`config.mk`:
```
export PLATFORM = sky130hd
export DESIGN_NAME = esl_top
export DESIGN_NICKNAME = d
export VERILOG_FILES = /design/src/logic/esl_pkg.sv /design/src/logic/esl_blink.sv /design/src/logic/esl_diag_sel.sv /design/src/logic/esl_top.sv
export VERILOG_INCLUDE_DIRS = /design/src /design/src/logic
export SDC_FILE = /design/constraint.sdc
export NUM_CORES = 2
export LEC_CHECK = 0
export BUFFER_PORTS_ARGS = -buffer_cell sky130_fd_sc_hd__clkbuf_2
export CORE_ASPECT_RATIO = 1.2
export CORE_UTILIZATION = 45
export CTS_CLUSTER_SIZE = 14
export DETAILED_ROUTE_END_ITERATION = 16
export MAX_ROUTING_LAYER = met4
export SLEW_MARGIN = 10
export SYNTH_ARGS = -nofsm -noshare
export SYNTH_HDL_FRONTEND = slang
export SYNTH_SLANG_ARGS = --single-unit
```
`constraint.sdc`:
```
create_clock -name clk_i -period 3.2 [get_ports clk_i]
set_clock_uncertainty 0.2 [all_clocks]
set_input_delay 0.48 -clock clk_i [delete_from_list [all_inputs] [get_ports clk_i]]
set_output_delay 0.48 -clock clk_i [all_outputs]
set_load 0.02 [all_outputs]
```
`src/logic/esl_defines.svh`:
```
// Constants for the encoder status lamps and slave diagnosis block
`ifndef ESL_DEFINES_SVH
`define ESL_DEFINES_SVH

// Clock rate in kilohertz and lamp timing in milliseconds
`define ESL_CLK_KHZ          250000
`define ESL_HALF_1HZ_MS      500
`define ESL_HALF_10HZ_MS     50
`define ESL_FLICKER_MS       1000

// Register word indices on the bus
`define ESL_W_CTRL           10'h000
`define ESL_W_STAT           10'h001
`define ESL_W_MADDR          10'h002
`define ESL_W_XLEN           10'h003
`define ESL_W_BUF            10'h040

// Control register fields
`define ESL_CF_HWFAULT       0
`define ESL_CF_PRMFATAL      1
`define ESL_CF_PRMFIXED      2
`define ESL_CF_TEACH         3
`define ESL_CF_READY         4
`define ESL_CF_ADDRESSED     5
`define ESL_CF_CYCLIC        6
`define ESL_CF_DEVFAULT      7
`define ESL_CF_CLASS2        8
`define ESL_CF_EXTEN         9
`define ESL_CF_ADDR_LSB      16

// Station status bit positions
`define ESL_S1_PRMFAULT      6
`define ESL_S1_UNSUP         4
`define ESL_S1_EXTDIAG       3
`define ESL_S1_CFGFAULT      2
`define ESL_S1_NOTREADY      1
`define ESL_S2_SLAVE         2

// Diagnosis layout and limits
`define ESL_BYTE_ST1         8'h01
`define ESL_BYTE_ST2         8'h02
`define ESL_BYTE_ST3         8'h03
`define ESL_BYTE_MADDR       8'h04
`define ESL_BYTE_IDHI        8'h05
`define ESL_BYTE_IDLO        8'h06
`define ESL_BYTE_XLEN        8'h07
`define ESL_BYTE_EXT0        8'h08
`define ESL_DIAG_MAX         8'hf1
`define ESL_XLEN_C1          8'h09
`define ESL_XLEN_C2          8'h34
`define ESL_ADDR_MIN         8'h03
`define ESL_ADDR_MAX         8'h63
`define ESL_MADDR_NONE       8'hff

`endif

```
`src/logic/esl_pkg.sv`:
```
// Types shared by the lamp and diagnosis block
package esl_pkg;
  `include "esl_defines.svh"

  typedef enum logic [1:0] {
    ESL_LAMP_OFF,
    ESL_LAMP_SLOW,
    ESL_LAMP_FAST,
    ESL_LAMP_ON
  } esl_lamp_t;

  // Turns a lamp mode into a lamp level
  function automatic logic esl_lamp_level(input esl_lamp_t m,
                                          input logic      slow,
                                          input logic      fast);
    case (m)
      ESL_LAMP_OFF:  esl_lamp_level = 1'b0;
      ESL_LAMP_SLOW: esl_lamp_level = slow;
      ESL_LAMP_FAST: esl_lamp_level = fast;
      ESL_LAMP_ON:   esl_lamp_level = 1'b1;
      default:       esl_lamp_level = 1'b0;
    endcase
  endfunction
endpackage

```
`src/logic/esl_blink.sv`:
```
// Square wave divider with equal on and off halves
`timescale 1ns/10ps
module esl_blink #(
  parameter int unsigned HALF_CYC = 125000000
) (
  // Clock and reset
  input  wire logic clk_i,
  input  wire logic rst_i,
  // Blink phase
  output logic      phase_o
);
  import esl_pkg::*;

  localparam int unsigned CW = $clog2(HALF_CYC + 1);

  typedef struct packed {
    logic [CW-1:0] cnt;
    logic          phase;
  } esl_blink_t;

  esl_blink_t s_reg;
  esl_blink_t s_next;

  always_comb begin
    s_next = s_reg;
    if (s_reg.cnt == CW'(HALF_CYC - 1)) begin
      s_next.cnt   = '0;
      s_next.phase = ~s_reg.phase;
    end else begin
      s_next.cnt = s_reg.cnt + CW'(1);
    end
  end

  always_ff @(posedge clk_i) begin
    if (rst_i) begin
      s_reg <= '0;
    end else begin
      s_reg <= s_next;
    end
  end

  assign phase_o = s_reg.phase;
endmodule // esl_blink

```
`src/logic/esl_diag_sel.sv`:
```
// Selects one byte of the diagnosis response by its number
`timescale 1ns/10ps
`include "esl_defines.svh"
module esl_diag_sel (
  // Byte number, one based
  input  wire logic [7:0]  idx_i,
  // Byte sources
  input  wire logic [7:0]  st1_i,
  input  wire logic [7:0]  st2_i,
  input  wire logic [7:0]  st3_i,
  input  wire logic [7:0]  maddr_i,
  input  wire logic [15:0] ident_i,
  input  wire logic [7:0]  xlen_i,
  input  wire logic [7:0]  ext_byte_i,
  // Selected byte
  output logic [7:0]       byte_o,
  output logic             in_range_o
);
  import esl_pkg::*;

  logic [8:0] last;

  always_comb begin
    last       = {1'b0, `ESL_BYTE_XLEN} + {1'b0, xlen_i};
    in_range_o = (idx_i != 8'h00) && ({1'b0, idx_i} <= last)
                 && (idx_i <= `ESL_DIAG_MAX);
    case (idx_i)
      `ESL_BYTE_ST1:   byte_o = st1_i;
      `ESL_BYTE_ST2:   byte_o = st2_i;
      `ESL_BYTE_ST3:   byte_o = st3_i;
      `ESL_BYTE_MADDR: byte_o = maddr_i;
      `ESL_BYTE_IDHI:  byte_o = ident_i[15:8];
      `ESL_BYTE_IDLO:  byte_o = ident_i[7:0];
      `ESL_BYTE_XLEN:  byte_o = xlen_i;
      default:         byte_o = in_range_o ? ext_byte_i : 8'h00;
    endcase
  end
endmodule // esl_diag_sel

```
`src/logic/esl_top.sv`:
```
// Status lamps and standard slave diagnosis of the encoder
// Operation
// Flicker both lamps at power-up, then follow state
// Status lamp dark: address outside 3-99, hardware fault
// Status lamp 10 Hz on irreparable setup error
// Status lamp 1 Hz: corrected error or teach-in
// Status lamp steady when ready, no error
// Fault lamp dark when fine and cyclic; code: dark when addressed, no device fault, ESL_CF_CYCLIC not read
// Fault lamp 1 Hz until master addresses device
// Fault lamp steady on irreparable device fault
// Response: status bytes, master, identifier, length
// Specific bytes from byte 8, 241 max
// Extended diagnosis class 1 or 2 chosen
// Status 1 bit 6: parameters rejected
// Status 1 bit 4: unsupported function requested
// Status 1 bit 3: extended diagnosis present
// Status 1 bit 2: configuration rejected
// Status 1 bit 1: not ready for exchange
// Master fills status 1 bits 7, 5, 0
// Master byte holds first valid parameterizer
// Status 2 bit 2 always one
// Blink rates divided from clock, equal halves
`timescale 1ns/10ps
`include "esl_defines.svh"
module esl_top #(
  parameter int unsigned HALF_1HZ_CYC  = `ESL_CLK_KHZ * `ESL_HALF_1HZ_MS,
  parameter int unsigned HALF_10HZ_CYC = `ESL_CLK_KHZ * `ESL_HALF_10HZ_MS,
  parameter int unsigned FLICKER_CYC   = `ESL_CLK_KHZ * `ESL_FLICKER_MS,
  parameter int unsigned EXT_DEPTH     = 52,
  // Identifier value is arbitrary
  parameter logic [15:0] IDENT         = 16'h5a5a
) (
  // Clock and reset
  input  wire logic        clk_i,
  input  wire logic        rst_i,
  // Wishbone slave
  input  wire logic        wb_cyc_i,
  input  wire logic        wb_stb_i,
  input  wire logic        wb_we_i,
  input  wire logic [11:2] wb_adr_i,
  input  wire logic [3:0]  wb_sel_i,
  input  wire logic [31:0] wb_dat_i,
  output logic      [31:0] wb_dat_o,
  output logic             wb_ack_o,
  // Protocol events
  input  wire logic        prm_ok_i,
  input  wire logic [7:0]  prm_master_i,
  input  wire logic        prm_reject_i,
  input  wire logic        cfg_reject_i,
  input  wire logic        unsup_req_i,
  // Diagnosis byte port
  input  wire logic        diag_rd_i,
  input  wire logic [7:0]  diag_idx_i,
  output logic      [7:0]  diag_byte_o,
  output logic             diag_valid_o,
  output logic             diag_in_range_o,
  output logic      [7:0]  diag_len_o,
  // Lamps
  output logic             stat_lamp_o,
  output logic             bus_fault_lamp_o
);
  import esl_pkg::*;

  localparam int unsigned FCW = $clog2(FLICKER_CYC + 1);

  typedef struct packed {
    logic                      ack;
    logic [31:0]               rdat;
    logic [9:0]                flags;
    logic [7:0]                st_addr;
    logic                      prm_fault;
    logic                      cfg_fault;
    logic                      unsup;
    logic                      mlock;
    logic [7:0]                maddr;
    logic                      flick;
    logic [FCW-1:0]            fcnt;
    logic                      stat_lamp;
    logic                      bf_lamp;
    logic                      dvalid;
    logic                      drange;
    logic [7:0]                dbyte;
    logic [7:0]                dlen;
    logic [EXT_DEPTH-1:0][7:0] xbuf;
  } esl_state_t;

  esl_state_t s_reg;
  esl_state_t s_next;

  logic       slow;
  logic       fast;
  logic       req;
  logic       wr;
  logic       clr;
  logic       addr_bad;
  logic [7:0] xlen;
  logic [7:0] st1;
  logic [7:0] st2;
  logic [7:0] st3;
  logic [9:0] bidx;
  logic [7:0] didx;
  logic [7:0] ext_byte;
  logic [7:0] sel_byte;
  logic       sel_range;
  esl_lamp_t  stat_mode;
  esl_lamp_t  bf_mode;

  esl_blink #(.HALF_CYC(HALF_1HZ_CYC)) u_slow (
    .clk_i   (clk_i),
    .rst_i   (rst_i),
    .phase_o (slow)
  );

  esl_blink #(.HALF_CYC(HALF_10HZ_CYC)) u_fast (
    .clk_i   (clk_i),
    .rst_i   (rst_i),
    .phase_o (fast)
  );

  esl_diag_sel u_sel (
    .idx_i      (diag_idx_i),
    .st1_i      (st1),
    .st2_i      (st2),
    .st3_i      (st3),
    .maddr_i    (s_reg.maddr),
    .ident_i    (IDENT),
    .xlen_i     (xlen),
    .ext_byte_i (ext_byte),
    .byte_o     (sel_byte),
    .in_range_o (sel_range)
  );

  // Status bytes and lamp modes from current state
  always_comb begin
    xlen = 8'h00;
    if (s_reg.flags[`ESL_CF_EXTEN]) begin
      xlen = s_reg.flags[`ESL_CF_CLASS2] ? `ESL_XLEN_C2 : `ESL_XLEN_C1;
    end
    st1                   = 8'h00;
    st1[`ESL_S1_PRMFAULT] = s_reg.prm_fault;
    st1[`ESL_S1_UNSUP]    = s_reg.unsup;
    st1[`ESL_S1_EXTDIAG]  = (xlen != 8'h00);
    st1[`ESL_S1_CFGFAULT] = s_reg.cfg_fault;
    st1[`ESL_S1_NOTREADY] = ~s_reg.flags[`ESL_CF_READY];
    st2                   = 8'h00;
    st2[`ESL_S2_SLAVE]    = 1'b1;
    st3                   = 8'h00;
    didx     = diag_idx_i - `ESL_BYTE_EXT0;
    ext_byte = (diag_idx_i >= `ESL_BYTE_EXT0 && 32'(didx) < EXT_DEPTH)
               ? s_reg.xbuf[didx] : 8'h00;
    addr_bad = (s_reg.st_addr < `ESL_ADDR_MIN) ||
               (s_reg.st_addr > `ESL_ADDR_MAX);
    if (addr_bad || s_reg.flags[`ESL_CF_HWFAULT]) begin
      stat_mode = ESL_LAMP_OFF;
    end else if (s_reg.flags[`ESL_CF_PRMFATAL]) begin
      stat_mode = ESL_LAMP_FAST;
    end else if (s_reg.flags[`ESL_CF_PRMFIXED] ||
                 s_reg.flags[`ESL_CF_TEACH]) begin
      stat_mode = ESL_LAMP_SLOW;
    end else if (s_reg.flags[`ESL_CF_READY]) begin
      stat_mode = ESL_LAMP_ON;
    end else begin
      stat_mode = ESL_LAMP_OFF;
    end
    if (s_reg.flags[`ESL_CF_DEVFAULT]) begin
      bf_mode = ESL_LAMP_ON;
    end else if (!s_reg.flags[`ESL_CF_ADDRESSED]) begin
      bf_mode = ESL_LAMP_SLOW;
    end else begin
      bf_mode = ESL_LAMP_OFF;
    end
  end

  // Next state
  always_comb begin
    s_next = s_reg;
    req    = wb_cyc_i && wb_stb_i && !s_reg.ack;
    wr     = req && wb_we_i;
    clr    = wr && (wb_adr_i == `ESL_W_STAT) && wb_sel_i[0];
    bidx   = wb_adr_i - `ESL_W_BUF;
    s_next.ack = req;
    if (req) begin
      case (wb_adr_i)
        `ESL_W_CTRL:  s_next.rdat = {8'h00, s_reg.st_addr, 6'h00,
                                     s_reg.flags};
        `ESL_W_STAT:  s_next.rdat = {5'h00, s_reg.flick, s_reg.bf_lamp,
                                     s_reg.stat_lamp, st3, st2, st1};
        `ESL_W_MADDR: s_next.rdat = {23'h0, s_reg.mlock, s_reg.maddr};
        `ESL_W_XLEN:  s_next.rdat = {24'h0, xlen};
        default: begin
          if (wb_adr_i >= `ESL_W_BUF && 32'(bidx) < EXT_DEPTH) begin
            s_next.rdat = {24'h0, s_reg.xbuf[bidx]};
          end else begin
            s_next.rdat = 32'h0;
          end
        end
      endcase
    end
    if (wr && wb_adr_i == `ESL_W_CTRL) begin
      if (wb_sel_i[0]) begin
        s_next.flags[7:0] = wb_dat_i[7:0];
      end
      if (wb_sel_i[1]) begin
        s_next.flags[9:8] = wb_dat_i[9:8];
      end
      if (wb_sel_i[2]) begin
        s_next.st_addr = wb_dat_i[`ESL_CF_ADDR_LSB +: 8];
      end
    end
    if (wr && wb_adr_i >= `ESL_W_BUF && 32'(bidx) < EXT_DEPTH &&
        wb_sel_i[0]) begin
      s_next.xbuf[bidx] = wb_dat_i[7:0];
    end
    // Sticky faults: write one clears, a new event wins
    if (clr && wb_dat_i[`ESL_S1_PRMFAULT]) begin
      s_next.prm_fault = 1'b0;
    end
    if (clr && wb_dat_i[`ESL_S1_UNSUP]) begin
      s_next.unsup = 1'b0;
    end
    if (clr && wb_dat_i[`ESL_S1_CFGFAULT]) begin
      s_next.cfg_fault = 1'b0;
    end
    if (prm_reject_i) begin
      s_next.prm_fault = 1'b1;
    end
    if (unsup_req_i) begin
      s_next.unsup = 1'b1;
    end
    if (cfg_reject_i) begin
      s_next.cfg_fault = 1'b1;
    end
    if (wr && wb_adr_i == `ESL_W_MADDR) begin
      s_next.mlock = 1'b0;
      s_next.maddr = `ESL_MADDR_NONE;
    end
    if (prm_ok_i && !s_reg.mlock) begin
      s_next.mlock = 1'b1;
      s_next.maddr = prm_master_i;
    end
    // Start-up flicker
    if (s_reg.flick) begin
      if (s_reg.fcnt == FCW'(FLICKER_CYC - 1)) begin
        s_next.flick = 1'b0;
      end else begin
        s_next.fcnt = s_reg.fcnt + FCW'(1);
      end
      s_next.stat_lamp = fast;
      s_next.bf_lamp   = fast;
    end else begin
      s_next.stat_lamp = esl_lamp_level(stat_mode, slow, fast);
      s_next.bf_lamp   = esl_lamp_level(bf_mode, slow, fast);
    end
    // Diagnosis byte port
    s_next.dvalid = diag_rd_i;
    if (diag_rd_i) begin
      s_next.dbyte  = sel_byte;
      s_next.drange = sel_range;
    end
    s_next.dlen = `ESL_BYTE_XLEN + xlen;
  end

  always_ff @(posedge clk_i) begin
    if (rst_i) begin
      s_reg       <= '0;
      s_reg.maddr <= `ESL_MADDR_NONE;
      s_reg.flick <= 1'b1;
    end else begin
      s_reg <= s_next;
    end
  end

  assign wb_ack_o         = s_reg.ack;
  assign wb_dat_o         = s_reg.rdat;
  assign diag_byte_o      = s_reg.dbyte;
  assign diag_valid_o     = s_reg.dvalid;
  assign diag_in_range_o  = s_reg.drange;
  assign diag_len_o       = s_reg.dlen;
  assign stat_lamp_o      = s_reg.stat_lamp;
  assign bus_fault_lamp_o = s_reg.bf_lamp;

  // Checks
  AST_FLICK: assert property (@(posedge clk_i) disable iff (rst_i)
    s_reg.flick |=> stat_lamp_o == bus_fault_lamp_o)
    else $error("lamps differ during start-up flicker");
  AST_ADDR_DARK: assert property (@(posedge clk_i) disable iff (rst_i)
    !s_reg.flick && addr_bad |=> !stat_lamp_o)
    else $error("status lamp lit with bad address");
  AST_READY_ON: assert property (@(posedge clk_i) disable iff (rst_i)
    !s_reg.flick && stat_mode == ESL_LAMP_ON |=> stat_lamp_o)
    else $error("status lamp not steady when ready");
  AST_FAST: assert property (@(posedge clk_i) disable iff (rst_i)
    !s_reg.flick && !addr_bad && !s_reg.flags[`ESL_CF_HWFAULT] &&
    s_reg.flags[`ESL_CF_PRMFATAL] |=> stat_lamp_o == $past(fast))
    else $error("status lamp not at fast blink");
  AST_BF_ON: assert property (@(posedge clk_i) disable iff (rst_i)
    !s_reg.flick && s_reg.flags[`ESL_CF_DEVFAULT] |=> bus_fault_lamp_o)
    else $error("fault lamp not lit on device fault");
  AST_BF_DARK: assert property (@(posedge clk_i) disable iff (rst_i)
    !s_reg.flick && bf_mode == ESL_LAMP_OFF |=> !bus_fault_lamp_o)
    else $error("fault lamp lit while running");
  AST_PRM: assert property (@(posedge clk_i) disable iff (rst_i)
    prm_reject_i |=> st1[`ESL_S1_PRMFAULT])
    else $error("parameter fault bit not set");
  AST_UNSUP: assert property (@(posedge clk_i) disable iff (rst_i)
    unsup_req_i |=> st1[`ESL_S1_UNSUP])
    else $error("not supported bit not set");
  AST_CFG: assert property (@(posedge clk_i) disable iff (rst_i)
    cfg_reject_i |=> st1[`ESL_S1_CFGFAULT])
    else $error("configuration fault bit not set");
  AST_EXT: assert property (@(posedge clk_i) disable iff (rst_i)
    1'b1 |=> (diag_len_o != `ESL_BYTE_XLEN) == $past(st1[`ESL_S1_EXTDIAG]))
    else $error("extended diagnosis bit disagrees with length");
  AST_MLOCK: assert property (@(posedge clk_i) disable iff (rst_i)
    s_reg.mlock && !wr |=> $stable(s_reg.maddr))
    else $error("master address changed after lock");
  AST_LEN: assert property (@(posedge clk_i) disable iff (rst_i)
    diag_len_o <= `ESL_DIAG_MAX)
    else $error("diagnosis longer than allowed");
  AST_ACK: assert property (@(posedge clk_i) disable iff (rst_i)
    wb_ack_o |=> !wb_ack_o)
    else $error("ack held longer than one cycle");
endmodule // esl_top

```
==> flow_summary.json <==
{
  "cp.arrival_ns": 3.41,
  "coreArea_sq_um": 63700,
  "synth_top_area_frac": 0.390,
  "cp_max_fo": 8,
  "ant_nets": 0,
  "synth.distinct_cells": 77,
  "p_leak_nw": 11.8,
  "outcome": "completed",
  "grt_max_degree": 211,
  "synth_flop_cell": "dfxtp_1",
  "dp_hpwl_um": 83700,
  "start_util": 0.458,
  "cts_buffers": 59,
  "placementRows": 101,
  "wl_per_cell_um": 27.1,
  "ir_worst_vdd_uv": 389,
  "slew_violations": 0,
  "drive_above_1_share": 0.183,
  "worst_slew_pin_slew_ns": 1.28,
  "cap_violations": 0,
  "synthCells": 3447,
  "boundaryPins": 125,
  "hold_viol_final": 0,
  "cts.sinks": 569,
  "r2r_setup_slack_ns": 0.15,
  "crit_start": "s_reg[493]",
  "r2r-start": "s_reg[493]",
  "vias": 28100,
  "cts_tree": "done",
  "final-setup-viol-count": 0,
  "critPathKind": "reg -> reg",
  "synth_edf_count": 0,
  "endpoint": "diag_byte_o[6]",
  "final_util": 0.531,
  "synth-warning-count": 0,
  "vias_per_cell": 6.37,
  "gp_congestion": 1.11,
  "fin_hold_ws_ns": 0.118,
  "syn_area_sq_um": 29200,
  "yosysSeqAreaShare": 0.390,
  "grtUsageTotal": 0.367,
  "dieArea_sq_um": 65900,
  "finalPower_w": 0.0159,
  "tns_ns": 0,
  "hold_class": "in -> reg",
  "max_freq_mhz": 328,
  "p_per_area_nw_per_um2": 470,
  "ff2ff_path_depth": 11,
  "cts_setup_buffers": 0,
  "clkTransAtPathRegs_ns": 0.07,
  "ys_ff_latch": 569,
  "first_pass_iters": 10,
  "end_kind": "register",
  "netlist_top_cells_area": "dfxtp_1 (39%), mux4_2 (9.8%), a21oi_1 (7.3%), nand3_1 (7.0%), nand2_1 (6.9%)",
  "max_slew_margin": 0.147,
  "fp.dieH_um": 281,
  "grt_pass1_vias": 26700,
  "synth_top_area_cell": "dfxtp_1",
  "crit_path_start_kind": "register",
  "final_area_sq_um": 33800,
  "nFillCells": 5973,
  "avgSynthCellArea_sq_um": 8.47,
  "antenna_found_initial": 2,
  "grt_first_pass_wirelength_um": 175000,
  "syn_to_final_growth_pct": 15.8,
  "period_needed_ns": 3.05,
  "grt_overflow_total": 0,
  "placed_cell_area_sq_um": 31500,
  "fin_nets": 3620,
  "die_w_um": 235,
  "r2r_end": "diag_byte_o[6]",
  "async_flop_share": 0,
  "clk_latency_ns": 0.66,
  "period_share": 0.954,
  "drcViolationCount": 0,
  "largest_register_ff_count": 475,
  "htree_levels": 2,
  "io_buffer_count": 98,
  "cts-root-buf": "clkbuf_16",
  "drt_iter0_drc": 3425,
  "routed_wl_um": 119000,
  "clockBufferDepth": 3,
  "worstPathRequired_ns": 3.56
}
==> layout by cell type (no fill, tap or decap), types with 33 or more instances in the layout <==
cell / n
o21ai_0: 49
clkbuf_2: 92
o22ai_1: 61
buf_12: 33
nor2_1: 232
nand2_1: 539
buf_4: 215
dfxtp_1: 569
a22oi_1: 42
nand3_1: 411
mux2i_1: 134
a21oi_1: 426
mux4_2: 127
clkbuf_16: 59
mux2_2: 49
xor2_1: 48
==> critical path, stage by stage (launching register included) <==
cell,delay (ns)
dfxtp_1,0.34
and2_1,0.18
ha_1,0.32
inv_1,0.07
ha_1,0.30
nand2_1,0.05
or4_1,0.47
o32ai_1,0.21
a2bb2oi_2,0.23
buf_12,0.15
o311ai_0,0.17
a211oi_1,0.26
==> kinds of logic after synthesis <==
family	Yosys count	synth area share
AO/OA/AOI/OAI	719	0.146
XOR/XNOR	75	0.0225
adder cells (fa/ha/maj)	13	0.00548
buffers and inverters	373	0.0575
flip-flops	569	0.390
multiplexers	310	0.163
other	1	0.000128
AND/OR/NAND/NOR	1387	0.216
==> how the worst min path moves through the flow <==
| stage | to | startpoint | depth (start not counted) |
|---|---|---|---|
| floorplan | u_fast.s_reg[1] | u_fast.s_reg[1] | 1 |
| global placement | u_fast.s_reg[1] | u_fast.s_reg[1] | 1 |
| detailed placement | wb_dat_o[23] | wb_dat_o[23] | 2 |
| CTS | s_reg[493] | wb_sel_i[1] | 4 |
| global route | s_reg[493] | wb_sel_i[1] | 4 |
| finish | s_reg[493] | wb_sel_i[1] | 4 |
==> synthesized netlist by cell type, types with 17 or more instances <==
cell / number
a21oi_1: 426
a22oi_1: 42
buf_1: 18
buf_2: 66
buf_4: 50
clkbuf_1: 212
dfxtp_1: 569
inv_1: 22
mux2_2: 49
mux2i_1: 134
mux4_2: 127
nand2_1: 539
nand2b_1: 21
nand3_1: 411
nand4_1: 23
nor2_1: 240
nor2b_1: 17
nor3_1: 24
o21ai_0: 49
o221ai_1: 31
o22ai_1: 61
xnor2_1: 27
xor2_1: 48
==> metrics by stage <==
step	worst slack (ns)	cells
3_3_place_gp	-0.157	4277
5_1_grt	-0.0350	4411
6_report	0.148	4411
2_1_floorplan	0.120	3457
4_1_cts	0.0835	4409
3_5_place_dp	-0.234	4277
==> layout make-up <==
type                       instances  area, sq um  area share
antenna                            2         5.00    0.000148
timing repair buffer             365         2990      0.0885
tap                              824         1030      0.0305
multi-input combinational       2515        16300       0.481
clock inverter                    27          335     0.00992
inverter                          26         97.6     0.00289
sequential                       569        11400       0.337
clock buffer                      83         1700      0.0502
==> power breakdown <==
group          internal [W]  switching [W]  total, W
clock               0.00412        0.00313   0.00725
combinational      0.000480        0.00102   0.00150
sequential          0.00711      0.0000258   0.00713
==> metal layers <==
layer / track usage / up-vias / share of wire
met3: 0.0705 / 383 / 0.091
met4: 0.206 / 0 / 0.066
met2: 0.562 / 1532 / 0.46
met1: 0.451 / 13700 / 0.39
li1: - / 12500 / -
met5: - / - / 0
==> repair_timing <==
| action | CTS | global route |
|---|---|---|
| gates resized for setup | 0 | 2 |
| endpoints found under the setup margin | 0 | 1 |
| hold buffers | 22 | 0 |
| endpoints found under the hold margin | 23 | 0 |
Note: power is estimated with default switching activity, not from simulation.
